**config.mk**
```make
export PLATFORM = sky130hd
export DESIGN_NAME = muldiv_unit_flat
export DESIGN_NICKNAME = d
export VERILOG_FILES = /design/src/logic/muldiv_pkg.sv /design/src/logic/muldiv_bus_if.sv /design/src/logic/muldiv_unit.sv /design/src/flat_wrapper.sv
export SDC_FILE = /design/constraint.sdc
export NUM_CORES = 2
export LEC_CHECK = 0
export BUFFER_PORTS_ARGS = -buffer_cell sky130_fd_sc_hd__buf_2
export CAP_MARGIN = 20
export CORE_MARGIN = 10
export CORE_UTILIZATION = 40
export DETAILED_ROUTE_END_ITERATION = 7
export PLACE_DENSITY = 0.53
export SYNTH_ARGS = -nofsm -noshare
export SYNTH_HDL_FRONTEND = slang
export SYNTH_SLANG_ARGS = --single-unit
```
**constraint.sdc**
```tcl
create_clock -name i_ref_clk -period 97 [get_ports i_ref_clk]
set_clock_uncertainty 0.05 [all_clocks]
set_input_delay 14.55 -clock i_ref_clk [delete_from_list [all_inputs] [get_ports i_ref_clk]]
set_output_delay 14.55 -clock i_ref_clk [all_outputs]
set_load 0.05 [all_outputs]
```
**src/logic/muldiv_pkg.sv**
```systemverilog
// Purpose: Shared constants and types for the multiply/divide unit and its host.
// Assumes: Both ends run on the same 25 MHz system clock.
// Notes: Times are counted in system clock periods.
package muldiv_pkg;

  // Device bus map: indices 0 to 5 are the data bytes, 6 is the status.
  localparam int N_DATA = 6;
  localparam logic [2:0] IDX_STATUS = 3'h6;
  localparam int STAT_ERR_BIT = 7;
  localparam int STAT_OV_BIT = 6;
  localparam logic [1:0] STAT_RESET = 2'h0;

  // Calculation times in system clock periods.
  localparam int CYC_DIV32 = 17;
  localparam int CYC_DIV16 = 9;
  localparam int CYC_MUL = 11;
  localparam int CNT_W = 5;

  localparam int NBYTES_DIV32 = 6;
  localparam int NBYTES_SHORT = 4;

  typedef enum logic [1:0] {
    OP_DIV32 = 2'h0,
    OP_DIV16 = 2'h1,
    OP_MUL = 2'h2
  } op_t;

  // Host-side register map (word indices) and fields.
  localparam logic [2:0] HREG_CTRL = 3'h0;
  localparam logic [2:0] HREG_OPA = 3'h1;
  localparam logic [2:0] HREG_OPB = 3'h2;
  localparam logic [2:0] HREG_STAT = 3'h3;
  localparam logic [2:0] HREG_RES = 3'h4;
  localparam logic [2:0] HREG_REM = 3'h5;
  localparam int CTRL_GO_BIT = 8;
  localparam int HSTAT_BUSY_BIT = 0;
  localparam int HSTAT_DONE_BIT = 1;
  localparam int HSTAT_ERR_BIT = 2;
  localparam int HSTAT_OV_BIT = 3;

  function automatic logic [CNT_W-1:0] op_cycles(input op_t op);
    case (op)
      OP_DIV32: op_cycles = CNT_W'(CYC_DIV32);
      OP_DIV16: op_cycles = CNT_W'(CYC_DIV16);
      default: op_cycles = CNT_W'(CYC_MUL);
    endcase
  endfunction

endpackage

```
**src/logic/muldiv_bus_if.sv**
```systemverilog
// Purpose: Internal register bus between the processor side and the unit.
// Assumes: Read data stand in the cycle after the read strobe.
// Notes: No clocking block; both ends clock on the same system clock.
interface muldiv_bus_if;
  logic [2:0] addr;
  logic [7:0] wdata;
  logic wr;
  logic rd;
  logic [7:0] rdata;

  modport dev_mp (
    input addr,
    input wdata,
    input wr,
    input rd,
    output rdata
  );

  modport host_mp (
    output addr,
    output wdata,
    output wr,
    output rd,
    input rdata
  );
endinterface

```
**src/logic/muldiv_unit.sv**
```systemverilog
// Purpose: Multiply/divide coprocessor with six byte data registers and a status register.
// Assumes: The host keeps the write orders and stays off the data bytes while busy.
// Notes: Data bytes have no reset; results are written back into the same bytes.
module muldiv_unit
  import muldiv_pkg::*;
(
  input wire logic i_ref_clk,
  input wire logic i_rst,
  muldiv_bus_if.dev_mp bus,
  output logic o_busy,
  output logic o_access_error,
  output logic o_overflow
);

  typedef enum logic [8:0] {
    TR_IDLE = 9'h001,
    TR_A0 = 9'h002,
    TR_A01 = 9'h004,
    TR_A012 = 9'h008,
    TR_A0123 = 9'h010,
    TR_A01234 = 9'h020,
    TR_A014 = 9'h040,
    TR_A04 = 9'h080,
    TR_A041 = 9'h100
  } track_t;

  logic [7:0] data_reg [N_DATA];
  track_t track_reg;
  track_t track_next;
  logic busy_reg;
  logic [CNT_W-1:0] cnt_reg;
  op_t op_reg;
  logic err_reg;
  logic ov_reg;
  logic [7:0] rdata_reg;

  logic data_sel;
  logic data_wr;
  logic data_rd;
  logic wr_ok;
  logic start;
  op_t start_op;
  logic finish;

  logic [31:0] dividend;
  logic [15:0] divisor;
  logic [31:0] quotient;
  logic [15:0] remainder;
  logic [31:0] product;
  logic [7:0] res_byte [N_DATA];
  logic [N_DATA-1:0] res_we;
  logic ov_new;

  assign data_sel = bus.addr < 3'(N_DATA);
  assign data_wr = bus.wr && data_sel;
  assign data_rd = bus.rd && data_sel;
  // Writes that land while busy are dropped so the operands stay intact.
  assign wr_ok = data_wr && !busy_reg;
  assign finish = busy_reg && (cnt_reg == '0);

  // Order tracker. Only data writes move it, so reads, status accesses and
  // idle cycles between the writes leave a partial order in place.
  always_comb begin
    track_next = track_reg;
    start = 1'b0;
    start_op = OP_DIV32;
    if (wr_ok) begin
      if (bus.addr == 3'h0) begin
        track_next = TR_A0;
      end else begin
        track_next = TR_IDLE;
        case (track_reg)
          TR_A0: begin
            if (bus.addr == 3'h1) begin
              track_next = TR_A01;
            end else if (bus.addr == 3'h4) begin
              track_next = TR_A04;
            end
          end
          TR_A01: begin
            if (bus.addr == 3'h2) begin
              track_next = TR_A012;
            end else if (bus.addr == 3'h4) begin
              track_next = TR_A014;
            end
          end
          TR_A012: begin
            if (bus.addr == 3'h3) begin
              track_next = TR_A0123;
            end
          end
          TR_A0123: begin
            if (bus.addr == 3'h4) begin
              track_next = TR_A01234;
            end
          end
          TR_A01234: begin
            if (bus.addr == 3'h5) begin
              start = 1'b1;
              start_op = OP_DIV32;
            end
          end
          TR_A014: begin
            if (bus.addr == 3'h5) begin
              start = 1'b1;
              start_op = OP_DIV16;
            end
          end
          TR_A04: begin
            if (bus.addr == 3'h1) begin
              track_next = TR_A041;
            end
          end
          TR_A041: begin
            if (bus.addr == 3'h5) begin
              start = 1'b1;
              start_op = OP_MUL;
            end
          end
          default: track_next = TR_IDLE;
        endcase
      end
    end
  end

  always_ff @(posedge i_ref_clk) begin
    if (i_rst) begin
      track_reg <= TR_IDLE;
    end else begin
      track_reg <= track_next;
    end
  end

  // Busy counter: loaded with one less than the calculation time so that the
  // results land on the Nth edge after the starting write.
  always_ff @(posedge i_ref_clk) begin
    if (i_rst) begin
      busy_reg <= 1'b0;
      cnt_reg <= '0;
      op_reg <= OP_DIV32;
    end else if (start) begin
      busy_reg <= 1'b1;
      cnt_reg <= op_cycles(start_op) - CNT_W'(1);
      op_reg <= start_op;
    end else if (finish) begin
      busy_reg <= 1'b0;
    end else if (busy_reg) begin
      cnt_reg <= cnt_reg - CNT_W'(1);
    end
  end

  // Operands are taken from the byte registers at completion; they cannot
  // change meanwhile because busy writes are dropped.
  always_comb begin
    divisor = {data_reg[5], data_reg[4]};
    if (op_reg == OP_DIV32) begin
      dividend = {data_reg[3], data_reg[2], data_reg[1], data_reg[0]};
    end else begin
      dividend = {16'h0000, data_reg[1], data_reg[0]};
    end
    product = 32'({data_reg[1], data_reg[0]}) * 32'(divisor);
    if (divisor == 16'h0000) begin
      quotient = 32'hffff_ffff;
      remainder = dividend[15:0];
    end else begin
      quotient = dividend / 32'(divisor);
      remainder = 16'(dividend % 32'(divisor));
    end
  end

  always_comb begin
    res_we = '0;
    for (int i = 0; i < N_DATA; i++) begin
      res_byte[i] = 8'h00;
    end
    ov_new = 1'b0;
    case (op_reg)
      OP_MUL: begin
        ov_new = product > 32'h0000_ffff;
        res_we = 6'b00_1111;
        for (int i = 0; i < 4; i++) begin
          res_byte[i] = product[i*8 +: 8];
        end
      end
      OP_DIV16: begin
        ov_new = divisor == 16'h0000;
        res_we = 6'b11_0011;
        res_byte[0] = quotient[7:0];
        res_byte[1] = quotient[15:8];
        res_byte[4] = remainder[7:0];
        res_byte[5] = remainder[15:8];
      end
      default: begin
        ov_new = divisor == 16'h0000;
        res_we = 6'b11_1111;
        for (int i = 0; i < 4; i++) begin
          res_byte[i] = quotient[i*8 +: 8];
        end
        res_byte[4] = remainder[7:0];
        res_byte[5] = remainder[15:8];
      end
    endcase
  end

  // Data bytes carry no reset: their power-up value is undefined.
  always_ff @(posedge i_ref_clk) begin
    for (int i = 0; i < N_DATA; i++) begin
      if (finish && res_we[i]) begin
        data_reg[i] <= res_byte[i];
      end else if (wr_ok && bus.addr == 3'(i)) begin
        data_reg[i] <= bus.wdata;
      end
    end
  end

  // Error flag. Setting needs busy and clearing needs idle, so the two can
  // never meet in one cycle.
  always_ff @(posedge i_ref_clk) begin
    if (i_rst) begin
      err_reg <= STAT_RESET[1];
    end else if (busy_reg && (data_wr || data_rd)) begin
      err_reg <= 1'b1;
    end else if (bus.rd && bus.addr == IDX_STATUS && err_reg && !busy_reg) begin
      err_reg <= 1'b0;
    end
  end

  always_ff @(posedge i_ref_clk) begin
    if (i_rst) begin
      ov_reg <= STAT_RESET[0];
    end else if (finish) begin
      ov_reg <= ov_new;
    end
  end

  // Read data: status shows flags before any clear; unmapped reads give zero.
  // Data reads never disturb the bytes, so result reads may be spread out.
  always_ff @(posedge i_ref_clk) begin
    if (i_rst) begin
      rdata_reg <= 8'h00;
    end else if (bus.rd) begin
      if (data_sel) begin
        rdata_reg <= data_reg[bus.addr];
      end else if (bus.addr == IDX_STATUS) begin
        rdata_reg <= 8'h00;
        rdata_reg[STAT_ERR_BIT] <= err_reg;
        rdata_reg[STAT_OV_BIT] <= ov_reg;
      end else begin
        rdata_reg <= 8'h00;
      end
    end
  end

  assign bus.rdata = rdata_reg;
  assign o_busy = busy_reg;
  assign o_access_error = err_reg;
  assign o_overflow = ov_reg;

endmodule

```
**src/flat_wrapper.sv**
```systemverilog
// flat-port wrapper written by rule: the top's interface ports become plain ports
module muldiv_unit_flat import muldiv_pkg::*;
  (i_ref_clk, i_rst, o_busy, o_access_error, o_overflow, bus_addr, bus_wdata, bus_wr, bus_rd, bus_rdata);
  muldiv_bus_if bus_i ();
  input wire logic i_ref_clk;
  input wire logic i_rst;
  output logic o_busy;
  output logic o_access_error;
  output logic o_overflow;
  input wire logic [$bits(bus_i.addr)-1:0] bus_addr;
  input wire logic [$bits(bus_i.wdata)-1:0] bus_wdata;
  input wire logic [$bits(bus_i.wr)-1:0] bus_wr;
  input wire logic [$bits(bus_i.rd)-1:0] bus_rd;
  output wire logic [$bits(bus_i.rdata)-1:0] bus_rdata;
  assign bus_i.addr = bus_addr;
  assign bus_i.wdata = bus_wdata;
  assign bus_i.wr = bus_wr;
  assign bus_i.rd = bus_rd;
  assign bus_rdata = bus_i.rdata;
  muldiv_unit u_core (.i_ref_clk(i_ref_clk), .i_rst(i_rst), .bus(bus_i), .o_busy(o_busy), .o_access_error(o_access_error), .o_overflow(o_overflow));
endmodule
```
==> metrics.txt <==
area grow syn2layout 8.47%; Max Clk Rate 11.0 MHz; Main synth FF type edfxtp_1; wire length of the first global-routing pass 192,000 um; # IOs 26; share of layout cells above drive strength 1 10.6%; Final #Nets 5,346; die height 314 um; worst hold path class reg2reg; Longest Clk Path Bufs 2; Arr. time, crit path 90,780 ps; max reg flops 48; CORE AREA 85,500 um2; clock-pin slew on the worst setup and hold paths 70 ps; area leader, netlist ha_1; fill count 8,706; via count 34.6k; Ys Warns 0; CP Class reg2reg; critical path data required time 97,050 ps; die area 98,700 um2; input/output buffers 25; vias in the first global route 32.4k; Slew Viols, Final 0; synthesized instance count 4,617; Yosys top cell area share 18.2%; total clock buffers created by CTS 9; crit-path most repeated cell o21a_1; via/cell ratio 5.99; sequential area share after synthesis 5.72%; outcome finished, final reports clean; Final setup viols 0; Sink Count 75; Crit Path Max Fanout 29; r2r setup slk 6270 ps; Site Rows 107; gr ovfl total 0; DRC errors left 0; Slowest cell on crit path ha_1; Die W 314 um; clk root buf clkbuf_16; GPL Wtd Cong 0.907; minimum clock period 90,730 ps; EDFF count, synth 48; final hold violation count 0; FFs w/ async S/R, synth 0%; initial core utilization 40.5%; DRT iter0 DRCs 2,847; WL/cell 21.8 um; initial antenna violation count 3; Seq cells post-synth 75; Net Count, Synth 5,331; HPWL after DPL 96,600 um; Pre-antenna DRT Iters 6; Mapped Avg Cell Area 7.50 um2; Worst setup EP type flop; startpoint types flop; CTS tree yes; CP max stage delay 670 ps; Final Cycle Share 93.5%; final WL 126,000 um; Tot GR Track Use 24.5%; synth top area cells ha_1 18%, fa_1 11%, nand2_1 5.5%; largest net degree at the start of global routing 37; Synth Cell Area 34,600 um2; measured slew at the worst slew-check pin 1160 ps; worst rel slew slack 22.0%; Max Cap Viol 0; CTS Hold Bufs 0; Synth cell types 122; Max H-tree Level 3; Routed Antenna Nets 0; final hold slack 436 ps; Worst-Skew Late Latency 390 ps
==> layout make-up <==
| class | instances | area (um2) | area share (%) |
|---|---|---|---|
| multi-input combinational | 4043 | 31400 | 83.6 |
| sequential | 75 | 1980 | 5.28 |
| inverter | 335 | 1260 | 3.35 |
| antenna | 2 | 5.00 | 0.0133 |
| timing repair buffer | 168 | 1220 | 3.26 |
| clock buffer | 12 | 236 | 0.630 |
| tap | 1144 | 1430 | 3.81 |
| clock inverter | 4 | 23.8 | 0.0633 |
==> cell families after synthesis <==
kind of cell / count (synthesis) / synth area share (%)
flip-flops: 75 / 5.72
buffers and inverters: 502 / 5.58
AO/OA/AOI/OAI: 1299 / 25.6
adder cells (fa/ha/maj): 700 / 29.5
multiplexers: 134 / 4.48
XOR/XNOR: 220 / 5.61
AND/OR/NAND/NOR: 1687 / 23.5
==> worst paths after layout <==
kind | endpoint | cells after the start | start
setup / recovery | u_core.data_reg[4][5] | 428 | u_core.op_reg[0]
hold / removal | u_core.bus.rdata[1] | 2 | u_core.bus.rdata[1]
hold reg to reg | u_core.bus.rdata[1] | 2 | u_core.bus.rdata[1]
setup reg to reg | u_core.data_reg[4][5] | 428 | u_core.op_reg[0]
==> critical path, delay by kind of cell, from the launching register on <==
family	cells	cell delay, ps
AO/OA/AOI/OAI	255	52140
adder cells (fa/ha/maj)	33	10540
buffers and inverters	26	4240
flip-flops	1	330
multiplexers	10	2850
AND/OR/NAND/NOR	104	20000
==> through the flow <==
| stage | util [%] | TNS [ps] | setup WS [ps] | area, um2 | cells |
|---|---|---|---|---|---|
| finish | 43.9 | 0 | 6270 | 37600 | 5783 |
| global route | 43.9 | -3930 | -301 | 37600 | 5781 |
| detailed placement | 42.3 | -21470 | -1410 | 36200 | 5705 |
| CTS | 42.7 | 0 | 6.34 | 36500 | 5721 |
| global placement | 42.3 | 0 | 409 | 36200 | 5705 |
| floorplan | - | 0 | 2500 | 34600 | 4617 |
==> placed cells by master, fill, tap and decap left out, types with 12 or more instances in the layout <==
| cell | instances |
|---|---|
| mux2_2 | 68 |
| nand4_1 | 39 |
| ha_1 | 503 |
| o31ai_1 | 94 |
| nor4_1 | 24 |
| buf_2 | 26 |
| o21ai_0 | 176 |
| xnor2_1 | 138 |
| nand2_1 | 504 |
| o21ai_1 | 24 |
| inv_1 | 325 |
| and3_1 | 25 |
| o22ai_1 | 19 |
| nor2_1 | 422 |
| o211a_1 | 12 |
| a22oi_1 | 25 |
| buf_4 | 137 |
| nand2b_1 | 40 |
| o21a_1 | 202 |
| a21oi_1 | 274 |
| nand3_1 | 55 |
| or2_2 | 62 |
| a211o_1 | 15 |
| fa_1 | 195 |
| o21bai_1 | 32 |
| or3_1 | 42 |
| a31oi_1 | 41 |
| mux2i_1 | 48 |
| and2_1 | 101 |
| dfxtp_1 | 27 |
| a21o_1 | 114 |
| xor2_1 | 80 |
| o211ai_1 | 31 |
| nor2b_1 | 28 |
| a211oi_1 | 32 |
| nor3_1 | 222 |
| edfxtp_1 | 48 |
| a21oi_2 | 12 |
==> per-layer routing <==
layer  vias to the layer above  GRT usage [%]  part of all wire (%)  wire (um)
met1                     16500           34.8                    47      58800
li1                      16800              -                     -          -
met5                         -              0                     0          0
met2                      1165           38.3                    43      54500
met3                       174           3.43                   7.2       9060
met4                         0           6.29                   2.8       3530
==> cell usage after synthesis, drive strengths merged (21+ instances only) <==
cell type / n
nand2b: 40
o211ai: 34
dfxtp: 27
nor4: 31
xnor2: 140
nor2: 434
a211oi: 42
or3: 46
nor2b: 29
buf: 39
mux2i: 54
nand4: 39
a22oi: 25
a21oi: 287
o21bai: 32
nand3: 57
mux2: 72
nand2: 511
inv: 330
or2: 71
o21ai: 208
clkbuf: 128
fa: 195
nor3: 233
a31oi: 48
xor2: 80
o21a: 203
a21o: 114
o31ai: 99
o22ai: 21
edfxtp: 48
and2: 103
and3: 26
ha: 504
==> timing repair <==
| item | 4_1_cts | 5_1_grt |
|---|---|---|
| cloned | 0 | 4 |
| pin swaps | 1 | 22 |
| setup endpoints to repair | 17 | 18 |
| gates resized for setup | 14 | 118 |
| setup buffers | 0 | 56 |
Power is not shown: default switching activity piles up to over one toggle a cycle in this logic, so the estimate is an artifact.
